**src/logic/leism_defs.vh**
```
// Register indices, field positions and reset values of the link error block.
`ifndef LEISM_DEFS_VH
`define LEISM_DEFS_VH

// ====================
// Register indices (byte address is four times the index)
// ==========================================================================
`define LEISM_IDX_DISP_LANES     12'h46D
`define LEISM_IDX_NIT_LANES      12'h46E
`define LEISM_IDX_UCC_LANES      12'h46F
`define LEISM_IDX_CGS_LANES      12'h470
`define LEISM_IDX_FRAME_LANES    12'h471
`define LEISM_IDX_CSUM_LANES     12'h472
`define LEISM_IDX_ILAS_LANES     12'h473
`define LEISM_IDX_ERR_FLAGS      12'h47A
`define LEISM_IDX_SYNC_MASK      12'h47B
`define LEISM_IDX_THRESHOLD      12'h47C
`define LEISM_IDX_LANE_ENABLE    12'h47D
`define LEISM_IDX_IRQ_STATUS     12'h480
`define LEISM_IDX_CNT_CLEAR      12'h481
`define LEISM_IDX_IRQ_MASK       12'h482

// ====================
// Field positions shared by flags, status and mask
// ==========================================================================
`define LEISM_BIT_DISP           7
`define LEISM_BIT_NIT            6
`define LEISM_BIT_UCC            5
`define LEISM_BIT_CMM            4
`define LEISM_BIT_ILAS           3
`define LEISM_BIT_CSUM           2
`define LEISM_BIT_FRAME          1
`define LEISM_BIT_CGS            0
`define LEISM_BIT_CMM_EN         3

// ====================
// Reset values and widths
// ==========================================================================
`define LEISM_THRESH_RESET       8'hFF
`define LEISM_LANE_EN_RESET      8'h0F
`define LEISM_LANES              8
`define LEISM_ADDR_W             14
`define LEISM_CNT_MAX            8'hFF
`define LEISM_RESP_OKAY          2'h0
`define LEISM_RESP_SLVERR        2'h2

`endif

```
**src/logic/leism_top.v**
```verilog
// Link error summary, sync request masking and interrupt logic.
//
// Behaviour
// - Unexpected control summary flag at bit five
// - Per-lane unexpected control errors readable separately
// - Lane alignment failure summary flag at bit three
// - Checksum error summary flag at bit two
// - Frame alignment failure summary at bit one
// - Code group failure summary at bit zero
// - Disparity enable requests sync at threshold
// - Not-in-table enable requests sync at threshold
// - Unexpected control enable requests sync at threshold
// - Mismatch rising edge latches, interrupt goes low
// - Writing one clears the mismatch latch
// - Mismatch enable low keeps latch inactive
// - Mismatch enable bit gates mismatch interrupts
// - Per-lane error counts compared with threshold
// - Masked threshold crossing pulls interrupt low
`timescale 1ns/100ps
`include "leism_defs.vh"

module leism_top (
    // Clock and reset
    input  wire        aclk,
    input  wire        aresetn,
    // AXI4-Lite write address
    input  wire [13:0] s_axi_awaddr,
    input  wire        s_axi_awvalid,
    output wire        s_axi_awready,
    // AXI4-Lite write data
    input  wire [31:0] s_axi_wdata,
    input  wire [3:0]  s_axi_wstrb,
    input  wire        s_axi_wvalid,
    output wire        s_axi_wready,
    // AXI4-Lite write response
    output reg  [1:0]  s_axi_bresp,
    output reg         s_axi_bvalid,
    input  wire        s_axi_bready,
    // AXI4-Lite read address
    input  wire [13:0] s_axi_araddr,
    input  wire        s_axi_arvalid,
    output wire        s_axi_arready,
    // AXI4-Lite read data
    output reg  [31:0] s_axi_rdata,
    output reg  [1:0]  s_axi_rresp,
    output reg         s_axi_rvalid,
    input  wire        s_axi_rready,
    // Per-lane error events, one-cycle pulses
    input  wire [7:0]  lane_disparity_err,
    input  wire [7:0]  lane_not_in_table_err,
    input  wire [7:0]  lane_unexpected_ctrl_err,
    // Per-lane failure levels and the configuration mismatch level
    input  wire [7:0]  lane_code_group_fail,
    input  wire [7:0]  lane_frame_align_fail,
    input  wire [7:0]  lane_checksum_err,
    input  wire [7:0]  lane_alignment_fail,
    input  wire        config_mismatch,
    // Link and interrupt outputs
    output reg         link_sync_output_n,
    output reg         irq_n
);

    // ======================================================================
    // Declarations
    // ======================================================================
    reg  [13:0] aw_addr_q;
    reg         aw_held_q;
    reg  [31:0] w_data_q;
    reg         w_strb0_q;
    reg         w_held_q;
    reg  [7:0]  irq_mask_q;
    reg  [7:0]  threshold_q;
    reg  [7:0]  lane_enable_q;
    reg         disp_sync_en_q;
    reg         nit_sync_en_q;
    reg         ucc_sync_en_q;
    reg         cmm_irq_en_q;
    reg  [7:0]  flags_prev_q;
    reg         mismatch_prev_q;
    reg  [2:0]  cnt_clear_q;
    reg  [31:0] rd_value;
    reg  [7:0]  status_clr;
    wire [11:0] wr_idx;
    wire [11:0] rd_idx;
    wire        wr_go;
    wire        wr_lane0;
    wire [7:0]  wr_byte;
    wire [7:0]  disp_reached;
    wire [7:0]  nit_reached;
    wire [7:0]  ucc_reached;
    wire [7:0]  err_flags;
    wire [7:0]  status_set;
    wire [7:0]  irq_status;
    wire [7:0]  irq_gate;
    wire        mismatch_rise;
    wire        sync_req;

    // ======================================================================
    // Address decode
    // ======================================================================
    function mapped;
        input [11:0] idx;
        begin
            case (idx)
                `LEISM_IDX_DISP_LANES,  `LEISM_IDX_NIT_LANES,
                `LEISM_IDX_UCC_LANES,   `LEISM_IDX_CGS_LANES,
                `LEISM_IDX_FRAME_LANES, `LEISM_IDX_CSUM_LANES,
                `LEISM_IDX_ILAS_LANES,  `LEISM_IDX_ERR_FLAGS,
                `LEISM_IDX_SYNC_MASK,   `LEISM_IDX_THRESHOLD,
                `LEISM_IDX_LANE_ENABLE, `LEISM_IDX_IRQ_STATUS,
                `LEISM_IDX_CNT_CLEAR,   `LEISM_IDX_IRQ_MASK: mapped = 1'b1;
                default: mapped = 1'b0;
            endcase
        end
    endfunction

    assign wr_idx   = aw_addr_q[13:2];
    assign rd_idx   = s_axi_araddr[13:2];
    assign wr_go    = aw_held_q && w_held_q && !s_axi_bvalid;
    assign wr_lane0 = wr_go && w_strb0_q;
    assign wr_byte  = w_data_q[7:0];

    // ======================================================================
    // Write channels
    // ======================================================================
    // Address and data are held separately, so either may come first.
    assign s_axi_awready = !aw_held_q && !s_axi_bvalid;
    assign s_axi_wready  = !w_held_q && !s_axi_bvalid;

    always @(posedge aclk) begin
        if (!aresetn) begin
            aw_addr_q    <= 14'h0000;
            aw_held_q    <= 1'b0;
            w_data_q     <= 32'h00000000;
            w_strb0_q    <= 1'b0;
            w_held_q     <= 1'b0;
            s_axi_bvalid <= 1'b0;
            s_axi_bresp  <= `LEISM_RESP_OKAY;
        end else begin
            if (s_axi_awvalid && s_axi_awready) begin
                aw_addr_q <= s_axi_awaddr;
                aw_held_q <= 1'b1;
            end
            if (s_axi_wvalid && s_axi_wready) begin
                w_data_q  <= s_axi_wdata;
                w_strb0_q <= s_axi_wstrb[0];
                w_held_q  <= 1'b1;
            end
            if (wr_go) begin
                aw_held_q    <= 1'b0;
                w_held_q     <= 1'b0;
                s_axi_bvalid <= 1'b1;
                s_axi_bresp  <= mapped(wr_idx) ? `LEISM_RESP_OKAY
                                               : `LEISM_RESP_SLVERR;
            end else if (s_axi_bvalid && s_axi_bready) begin
                s_axi_bvalid <= 1'b0;
            end
        end
    end

    // ======================================================================
    // Writable registers
    // ======================================================================
    always @(posedge aclk) begin
        if (!aresetn) begin
            irq_mask_q     <= 8'h00;
            threshold_q    <= `LEISM_THRESH_RESET;
            lane_enable_q  <= `LEISM_LANE_EN_RESET;
            disp_sync_en_q <= 1'b0;
            nit_sync_en_q  <= 1'b0;
            ucc_sync_en_q  <= 1'b0;
            cmm_irq_en_q   <= 1'b0;
            cnt_clear_q    <= 3'h0;
        end else begin
            cnt_clear_q <= 3'h0;
            if (wr_lane0) begin
                case (wr_idx)
                    `LEISM_IDX_ERR_FLAGS, `LEISM_IDX_IRQ_MASK: begin
                        // The mismatch position is gated by its own enable.
                        irq_mask_q <= wr_byte & 8'hEF;
                    end
                    `LEISM_IDX_SYNC_MASK: begin
                        disp_sync_en_q <= wr_byte[`LEISM_BIT_DISP];
                        nit_sync_en_q  <= wr_byte[`LEISM_BIT_NIT];
                        ucc_sync_en_q  <= wr_byte[`LEISM_BIT_UCC];
                        cmm_irq_en_q   <= wr_byte[`LEISM_BIT_CMM_EN];
                    end
                    `LEISM_IDX_THRESHOLD: begin
                        threshold_q <= wr_byte;
                    end
                    `LEISM_IDX_LANE_ENABLE: begin
                        lane_enable_q <= wr_byte;
                    end
                    `LEISM_IDX_CNT_CLEAR: begin
                        cnt_clear_q <= wr_byte[2:0];
                    end
                    default: begin
                        cnt_clear_q <= 3'h0;
                    end
                endcase
            end
        end
    end

    // ======================================================================
    // Error counting and summary flags
    // ======================================================================
    leism_err_count u_disp_count (
        .aclk      (aclk),
        .aresetn   (aresetn),
        .err_evt   (lane_disparity_err & lane_enable_q),
        .clear     (cnt_clear_q[0]),
        .threshold (threshold_q),
        .reached   (disp_reached)
    );

    leism_err_count u_nit_count (
        .aclk      (aclk),
        .aresetn   (aresetn),
        .err_evt   (lane_not_in_table_err & lane_enable_q),
        .clear     (cnt_clear_q[1]),
        .threshold (threshold_q),
        .reached   (nit_reached)
    );

    leism_err_count u_ucc_count (
        .aclk      (aclk),
        .aresetn   (aresetn),
        .err_evt   (lane_unexpected_ctrl_err & lane_enable_q),
        .clear     (cnt_clear_q[2]),
        .threshold (threshold_q),
        .reached   (ucc_reached)
    );

    // Disabled lanes are left out so an idle lane cannot raise a summary.
    assign err_flags[`LEISM_BIT_DISP]  = |(disp_reached & lane_enable_q);
    assign err_flags[`LEISM_BIT_NIT]   = |(nit_reached & lane_enable_q);
    assign err_flags[`LEISM_BIT_UCC]   =
        |(ucc_reached & lane_enable_q);
    assign err_flags[`LEISM_BIT_CMM]   = 1'b0;
    assign err_flags[`LEISM_BIT_ILAS]  =
        |(lane_alignment_fail & lane_enable_q);
    assign err_flags[`LEISM_BIT_CSUM]  =
        |(lane_checksum_err & lane_enable_q);
    assign err_flags[`LEISM_BIT_FRAME] =
        |(lane_frame_align_fail & lane_enable_q);
    assign err_flags[`LEISM_BIT_CGS]   =
        |(lane_code_group_fail & lane_enable_q);

    // ======================================================================
    // Interrupt status
    // ======================================================================
    always @(posedge aclk) begin
        if (!aresetn) begin
            flags_prev_q    <= 8'h00;
            mismatch_prev_q <= 1'b0;
        end else begin
            flags_prev_q    <= err_flags;
            mismatch_prev_q <= config_mismatch;
        end
    end

    assign mismatch_rise = config_mismatch && !mismatch_prev_q;

    assign status_set = {err_flags[7:5] & ~flags_prev_q[7:5],
                         mismatch_rise && cmm_irq_en_q,
                         err_flags[3:0] & ~flags_prev_q[3:0]};

    always @* begin
        status_clr = 8'h00;
        if (wr_lane0 && wr_idx == `LEISM_IDX_IRQ_STATUS) begin
            status_clr = wr_byte;
        end
        if (wr_lane0 && wr_idx == `LEISM_IDX_SYNC_MASK) begin
            status_clr[`LEISM_BIT_CMM] = wr_byte[`LEISM_BIT_CMM];
        end
        if (!cmm_irq_en_q) begin
            status_clr[`LEISM_BIT_CMM] = 1'b1;
        end
    end

    leism_sticky u_status (
        .aclk    (aclk),
        .aresetn (aresetn),
        .set     (status_set),
        .clr     (status_clr),
        .q       (irq_status)
    );

    assign irq_gate = {irq_mask_q[7:5], cmm_irq_en_q, irq_mask_q[3:0]};

    // ======================================================================
    // Sync request and interrupt outputs
    // ======================================================================
    assign sync_req = (disp_sync_en_q && err_flags[`LEISM_BIT_DISP])
                   || (nit_sync_en_q && err_flags[`LEISM_BIT_NIT])
                   || (ucc_sync_en_q && err_flags[`LEISM_BIT_UCC]);

    always @(posedge aclk) begin
        if (!aresetn) begin
            link_sync_output_n <= 1'b1;
            irq_n              <= 1'b1;
        end else begin
            link_sync_output_n <= !sync_req;
            irq_n              <= !(|(irq_status & irq_gate));
        end
    end

    // ======================================================================
    // Read channel
    // ======================================================================
    always @* begin
        rd_value = 32'h00000000;
        case (rd_idx)
            `LEISM_IDX_DISP_LANES:  rd_value[7:0] = disp_reached;
            `LEISM_IDX_NIT_LANES:   rd_value[7:0] = nit_reached;
            `LEISM_IDX_UCC_LANES:   rd_value[7:0] = ucc_reached;
            `LEISM_IDX_CGS_LANES:   rd_value[7:0] = lane_code_group_fail;
            `LEISM_IDX_FRAME_LANES: rd_value[7:0] = lane_frame_align_fail;
            `LEISM_IDX_CSUM_LANES:  rd_value[7:0] = lane_checksum_err;
            `LEISM_IDX_ILAS_LANES:  rd_value[7:0] = lane_alignment_fail;
            `LEISM_IDX_ERR_FLAGS:   rd_value[7:0] = err_flags;
            `LEISM_IDX_SYNC_MASK: begin
                rd_value[7:0] = {disp_sync_en_q, nit_sync_en_q,
                                 ucc_sync_en_q,
                                 irq_status[`LEISM_BIT_CMM],
                                 cmm_irq_en_q, 3'h0};
            end
            `LEISM_IDX_THRESHOLD:   rd_value[7:0] = threshold_q;
            `LEISM_IDX_LANE_ENABLE: rd_value[7:0] = lane_enable_q;
            `LEISM_IDX_IRQ_STATUS:  rd_value[7:0] = irq_status;
            `LEISM_IDX_IRQ_MASK:    rd_value[7:0] = irq_mask_q;
            default:                rd_value = 32'h00000000;
        endcase
    end

    assign s_axi_arready = !s_axi_rvalid;

    always @(posedge aclk) begin
        if (!aresetn) begin
            s_axi_rvalid <= 1'b0;
            s_axi_rdata  <= 32'h00000000;
            s_axi_rresp  <= `LEISM_RESP_OKAY;
        end else if (s_axi_arvalid && s_axi_arready) begin
            s_axi_rvalid <= 1'b1;
            s_axi_rdata  <= rd_value;
            s_axi_rresp  <= mapped(rd_idx) ? `LEISM_RESP_OKAY
                                           : `LEISM_RESP_SLVERR;
        end else if (s_axi_rvalid && s_axi_rready) begin
            s_axi_rvalid <= 1'b0;
        end
    end

endmodule

```
**src/logic/leism_err_count.v**
```verilog
// Per-lane saturating error counters compared against the error threshold.
`timescale 1ns/100ps
`include "leism_defs.vh"

module leism_err_count (
    // Clock and reset
    input  wire       aclk,
    input  wire       aresetn,
    // Error events and control
    input  wire [7:0] err_evt,
    input  wire       clear,
    input  wire [7:0] threshold,
    // Per-lane threshold reached
    output wire [7:0] reached
);

    genvar i;

    // ====================
    // Counters
    // ======================================================================
    generate
        for (i = 0; i < `LEISM_LANES; i = i + 1) begin : g_lane
            reg [7:0] cnt_q;
            // Saturation keeps a long burst from wrapping below threshold.
            always @(posedge aclk) begin
                if (!aresetn || clear) begin
                    cnt_q <= 8'h00;
                end else if (err_evt[i] && cnt_q != `LEISM_CNT_MAX) begin
                    cnt_q <= cnt_q + 8'h01;
                end
            end
            assign reached[i] = (cnt_q >= threshold);
        end
    endgenerate

endmodule

```
**src/logic/leism_sticky.v**
```verilog
// Sticky status bits, set by hardware events and cleared by writing a one.
`timescale 1ns/100ps

module leism_sticky (
    // Clock and reset
    input  wire       aclk,
    input  wire       aresetn,
    // Events and clears
    input  wire [7:0] set,
    input  wire [7:0] clr,
    // Held bits
    output reg  [7:0] q
);

    // ====================
    // Storage
    // ======================================================================
    // A set in the clearing cycle wins, so no event is lost.
    always @(posedge aclk) begin
        if (!aresetn) begin
            q <= 8'h00;
        end else begin
            q <= (q & ~clr) | set;
        end
    end

endmodule

```
**config.mk**
```make
export PLATFORM = sky130hd
export DESIGN_NAME = leism_top
export DESIGN_NICKNAME = d
export VERILOG_FILES = /design/src/logic/leism_top.v /design/src/logic/leism_err_count.v /design/src/logic/leism_sticky.v
export VERILOG_INCLUDE_DIRS = /design/src /design/src/logic
export SDC_FILE = /design/constraint.sdc
export NUM_CORES = 1
export LEC_CHECK = 0
export BUFFER_PORTS_ARGS = -buffer_cell sky130_fd_sc_hd__buf_2
export CORE_ASPECT_RATIO = 2
export CORE_MARGIN = 5
export CORE_UTILIZATION = 35
export DETAILED_ROUTE_END_ITERATION = 8
export HOLD_SLACK_MARGIN = 0.03
export SLEW_MARGIN = 0
export SYNTH_ARGS = -nofsm -noshare
export SYNTH_HDL_FRONTEND = slang
export SYNTH_SLANG_ARGS = --single-unit
export TNS_END_PERCENT = 5
```
**constraint.sdc**
```tcl
create_clock -name aclk -period 7.8 [get_ports aclk]
set_clock_uncertainty 0.15 [all_clocks]
set_input_delay 1.56 -clock aclk [delete_from_list [all_inputs] [get_ports aclk]]
set_output_delay 1.56 -clock aclk [all_outputs]
set_load 0.02 [all_outputs]
```
### Word level (Yosys, flattened, before mapping)

Cells that the tools add are included.

| storage, ports and cells | value |
|---|---|
| register bits | 279 |
| output and inout bits | 43 |
| word-level logic and storage cells | 255 |

| cells by class | value |
|---|---|
| $add $sub $neg | 24 |
| order comparisons | 24 |
| equal/unequal tests | 52 |
| multiplexer cells | 16 |
| bitwise operators | 19 |
| reductions and logical operators | 73 |

Operator list:

| kind | count |
|---|---|
| 12-bit by 11-bit equality test with 1-bit output (second input constant) | 28 |
| 8-bit by 1-bit adder with 8-bit output (second input constant) | 24 |
| 8-bit >= comparator | 24 |
| 8-bit != test (second input constant) | 24 |
| 8-bit case mux with 13 select lines | 1 |
| 8-bit bitwise AND | 12 |
| 8-bit OR reduction | 8 |
| 1-bit logical AND | 41 |
| 14-bit OR reduction | 2 |
| 1-bit two-way mux | 12 |
| 1-bit logical NOT | 8 |
| 8-bit two-way mux | 1 |
| 8-bit inverter | 1 |
| 8-bit OR | 1 |
| 2-bit AND reduction | 4 |
| 1-bit logical OR | 5 |
| 4-bit bitwise AND | 1 |
| 2-bit two-way mux | 2 |
| 4-bit inverter | 1 |
| 2-bit nonzero test | 2 |
| 2-bit OR reduction | 2 |
| 3-bit bitwise AND | 1 |
| 3-bit inverter | 1 |
| 3-bit AND reduction | 1 |
| 1-bit inverter | 1 |

### Longest topological paths before layout

| depth | value |
|---|---|
| depth in word-level cells | 10 |
| gate-level depth with buffers | 9 |

### Modules after synthesis

A second synthesis with hierarchy kept.

| unflattened totals | value |
|---|---|
| cells, all modules | 2,110 |
| area, all modules | 18,645.4 µm² |

By module, submodules not included:

| module | times used | cells an instance | area each (µm²) | sequential area each (µm²) |
|---|---|---|---|---|
| leism_err_count at u_disp_count ... | 2 | 511 | 4,553.1 | 1,281.2 |
| leism_top | 1 | 554 | 4,648.2 | 1,501.4 |
| leism_err_count at u_ucc_count | 1 | 509 | 4,553.1 | 1,281.2 |
| leism_sticky | 1 | 25 | 337.8 | 160.2 |

### Worst setup path after synthesis

No wires, ideal clock.

| timing | value |
|---|---|
| path type | input -> register |
| start point | in s_axi_araddr[3] |
| end point | reg s_axi_rdata[1] |
| library setup time | 139 ps |
| data arrival time | 3,066 ps |
| data required time | 7,511 ps |
| slack | 4,445 ps |
| stages | 7 |
| cells stage by stage | clkbuf_1 -> buf_2 -> mux4_2 -> a222oi_1 -> nand2_1 -> a221oi_1 -> a41oi_1 |

| between the ends | value |
|---|---|
| longest elaborated chain between the ends | 2 |
| elaborated cells between the ends (all ways) | 14 |
| classes of those cells | eq/ne (13); mux (1) |

RTL lines:

| what | RTL line | source |
|---|---|---|
| from (decl) | leism_top.v:40 | `input wire [13:0] s_axi_araddr,` |
| 12-bit by 11-bit equality test with 1-bit output | leism_top.v:314 | `case (rd_idx)` |
| 8-bit case mux with 13 select lines * | leism_top.v:314 |  |
| to (signal assigned) | leism_top.v:346 | `s_axi_rdata <= rd_value;` |
| to (decl) | leism_top.v:44 | `output reg [31:0] s_axi_rdata,` |

Mark *: on every way between the ends. The rest lies on a longest branch, timed or not.
A chain may end at the register's enable or synchronous reset.

### Final worst setup path

| timing | value |
|---|---|
| start point | reg threshold_q[1] |
| end point | reg link_sync_output_n |

| between the ends | value |
|---|---|
| longest elaborated chain between the ends | 7 |
| elaborated cells between the ends (all ways) | 36 |
| classes of those cells | order compare (24); bitwise (3); reduce/logical (9) |

RTL lines:

| what | RTL line | source |
|---|---|---|
| from (decl) | leism_top.v:72 | `reg [7:0] threshold_q;` |
| from (signal assigned) | leism_top.v:167 | `` threshold_q <= `LEISM_THRESH_RESET; `` |
| from (signal assigned) | leism_top.v:189 | `threshold_q <= wr_byte;` |
| 8-bit >= comparator | leism_err_count.v:33 | `assign reached[i] = (cnt_q >= threshold);` |
| 8-bit bitwise AND, on equally long branches | leism_top.v:236, leism_top.v:237 |  |
| 8-bit OR reduction, on equally long branches | leism_top.v:236, leism_top.v:237 |  |
| 1-bit logical AND, on equally long branches | leism_top.v:295, leism_top.v:296 |  |
| 1-bit logical OR | leism_top.v:295 | `` assign sync_req = (disp_sync_en_q && err_flags[`LEISM_BIT_DISP]) `` |
| 1-bit logical OR * | leism_top.v:295 |  |
| 1-bit logical NOT * | leism_top.v:304 | `link_sync_output_n <= !sync_req;` |
| to (signal assigned) | leism_top.v:304 |  |
| to (decl) | leism_top.v:59 | `output reg link_sync_output_n,` |

Marked as above.

==> impl_results.md <==
* GRT Resource Usage Total at 19.41%
* Internal Power at about 2.3 mW
* Met1 Use GR at about a fifth
* Comb pwr share at 6.7%
* Cell Chain, Critical Path: inv_1, buf_4, ha_1, nor2b_1, o211a_1, a211oi_1, o31ai_1, and4bb_1, a21oi_2, a311oi_2
* First-pass GRT wire length at 82,860 microns
* Via-to-Cell Ratio at roughly 5.5
* Critical Path End Type: flip-flop
* Post-Synthesis Cells at between 1,500 and 2,000
* Critical R2R Launch: threshold_q[1]
* Total grt overflow at 0
* Core area at ~0.048 sq mm
* Die footprint at ~0.053 sq mm
* Layout cells sized above 1 at 10.38%
* P_leak at 8.441 nW
* Slew Limit Fails at 0
* CTS tree: built
* Switching part of the total at 24.29%
* Antenna violations before repair at 3
* Clock Sinks at 275
* Final Util at around two fifths
* Residual DRC at 0
* Final hold vios at 0
* Met2 Track Usage GR at about 36%
* Antenna Nets Post-Route at 0
* Synth area leaders: dfxtp_1, ha_1, nor2_1
* Max Fclk at 261.6 MHz
* Synth Flop Type: dfxtp_1
* Worst Setup SP: threshold_q[1]
* CP startpoint kind: flip-flop
* Fin crit period at between 3 and 4 ns
* Largest net degree at the start of global routing at 65
* # hold bufs at CTS at 0
* CP Data Required Time at just over 8 ns
* Largest area contributor in the netlist: dfxtp_1
* Clock-pin slew on the worst setup and hold paths at approximately 0.070 ns
* Min-delay src: aw_addr_q[12]
* Worst Path Max Fanout at 15
* Peak VDD IR at 0.00009172 V
* DIE HEIGHT at between 300 and 400 microns
* Dpl cell area at 0.01816 sq mm
* Placed cell count at ~2,700
* I/O Pins at ~170
* Fin cells at about 2,700
* Net switching power at 749.9 uW
* CTS Buffer Depth at 3
* Synth async-reset ratio at 0%
* Number of synthesized flops with an enable pin at 0
* Worst Tran Pin Value at 1.032 ns
* Post-DP HPWL at 40,820 microns
* Seq pwr share at 47.3%
* Gp weighted congestion at between 0.9 and 1
* Kind of critical path: flip-flop to flip-flop
* Sequential-to-total area share from yosys stat at about a third
* Multi-input logic area at 0.01094 sq mm
* Clock Power Share at 46.0%
* Post-CTS sizing at 0
* Port bufs at about 110
* Final WL at 53,710 microns
* Post CTS Setup Buffer Count at 0
* Outcome: completed
* Met3 usage at 3.500%
* Row count at 114
* Worst-Skew Late Latency at ~0.56 ns
* Area delta synth->final at 12.47%
* Vias in the first global route at 15,157
* Slowest-stage cell, CP: inv_1
* Number of synthesized register bits at 275
* Yosys warnings at 0
* Via count at 15,100
* Rel. slew slack at 31.12%
* Register area at 0.005505 sq mm
* Buf/Inv on CP at 2
* Max cap viols at 0
* Delay of the slowest cell on the worst path at 0.54 ns
* GR peak layer: met2
* Tcrit/Tclk final at approximately half
* Cell family with most CP delay: compound AO/OA/AOI/OAI gates
* Post-route cell area at 0.01911 sq mm
* Die width at 165.8 microns
* Share of the synthesized area in the top cell type at 32.41%
* Clock Root Buffer: clkbuf_16
* Final setup viols at 0
* Number of DRC markers in iteration 0 at 927
* Post-Syn Area at 0.01699 sq mm
* Final-layout fill cell count at about 5,000
* Setup_tns at 0 ns
* WL/cell at 19.74 microns
* First-pass DRT Iterations at 7
* Initial Util at 35.24%
* H-tree Lvls at 1
* Synth unique cells at 85
* Post-synthesis average cell area at 8.667 sq um
* Post-Place Setup Slack at 3.663 ns
* Num CTS Buffers at 26
* Crit path DAT at between 4 and 5 ns
* Pwr Density at 161.6 mW/mm^2
* Hold WC Path Type: flip-flop to flip-flop
* PnR worst setup slack at 3.978 ns
* Nets@finish at between 2,000 and 2,500
* Unrepaired setup endpoints after global routing: no
==> power groups by stage <==
stage | registers (mW) | clock network, mW | logic (mW)
floorplan | 1.48 | 0 | 0.145
finish | 1.46 | 1.42 | 0.206
CTS | 1.46 | 1.45 | 0.206
global placement | 1.49 | 0 | 0.200
detailed placement | 1.49 | 0 | 0.205
global route | 1.46 | 1.50 | 0.229
==> worst paths after layout <==
path	slack, ns	endpoint	depth (start not counted)
hold / removal	0.31	aw_addr_q[12]	2
setup / recovery	3.98	link_sync_output_n	10
hold reg to reg	0.31	aw_addr_q[12]	2
setup reg to reg	3.98	link_sync_output_n	10
==> kinds of logic after synthesis <==
logic type	Yosys count	synth area share, %
and+or+nand+nor	730	20.84
buffers and inverters	141	3.771
xor gates and xnor gates	128	6.599
muxes	67	4.537
other	1	0.02208
DFF	275	32.41
AOI/OAI and AO/OA	402	15.91
adders and majority gates	216	15.91
==> state kept, by name, indices dropped and copies added (netlist names), 3 cells and up <==
signal and count:
threshold_q 8, u_ucc_count.g_lane.cnt_q 64, u_disp_count.g_lane.cnt_q 64, lane_enable_q 8, s_axi_rdata 8, flags_prev_q 7, irq_mask_q 7, w_data_q 8
u_nit_count.g_lane.cnt_q 64, cnt_clear_q 3, u_status.q 8, aw_addr_q 12
==> synth_stat cells, types with 4 or more instances <==
master / count
mux4_2: 8
o31ai_1: 4
inv_1: 62
o21ai_0: 90
o21a_1: 12
a221oi_1: 5
buf_4: 26
a2111o_1: 4
a222oi_1: 9
and3_1: 33
a22oi_1: 31
nor2_1: 248
o211ai_1: 19
a2111oi_0: 5
buf_1: 11
xnor2_1: 55
nand2_1: 159
mux2i_1: 59
a21o_1: 12
and2_1: 10
buf_2: 11
nand3_1: 89
nand3_2: 4
nand2b_1: 24
a21oi_1: 122
o211a_1: 10
a211oi_1: 12
nor3_1: 22
a211o_1: 6
clkbuf_1: 30
a31oi_1: 11
a21boi_0: 5
nor2b_1: 16
and4_1: 5
o22ai_1: 7
nor4_1: 6
nand4_1: 48
a31oi_2: 5
xor2_1: 73
or3_1: 42
ha_1: 216
dfxtp_1: 275
==> per-layer routing <==
layer,wire [microns],vias to the layer above
li1,-,7272
met1,19930,7187
met2,27390,477
met3,3286,162
met4,3086,2
met5,14,-
==> area by class of cell <==
type / count / share of cell area [%]
Multi-Input combinational cell: 1569 / 57.28
Clock buffer: 35 / 4.060
Timing Repair Buffer: 128 / 3.549
Sequential cell: 275 / 28.81
Inverter: 63 / 1.238
Tap cell: 638 / 4.178
Clock inverter: 11 / 0.8579
Antenna cell: 2 / 0.02620
==> worst register-to-register path, stage by stage, from the launching register on <==
cell and delay, ns:
dfxtp_1 0.36, inv_1 0.54, buf_4 0.45, ha_1 0.32, nor2b_1 0.13, o211a_1 0.20, a211oi_1 0.48, o31ai_1 0.19
and4bb_1 0.46, a21oi_2 0.10, a311oi_2 0.33
==> cell usage in the layout, fill, tap and decap left out, types with 31 or more instances in the layout <==
master   count
a21oi_1    122
a22oi_1     31
and3_1      33
buf_2      113
dfxtp_1    275
ha_1       216
inv_1       60
mux2i_1     59
nand2_1    159
nand3_1     89
nand4_1     48
nor2_1     248
o21ai_0     90
or3_1       42
xnor2_1     55
xor2_1      73
==> through the flow <==
stage | hold slack, ns | total power, mW
3_3_place_gp | 0.2913 | 1.691
5_1_grt | 0.3404 | 3.193
2_1_floorplan | 0.2814 | 1.629
3_5_place_dp | 0.3051 | 1.698
4_1_cts | 0.3155 | 3.120
6_report | 0.3058 | 3.088
No activity file was read; power rests on OpenSTA's default activity.
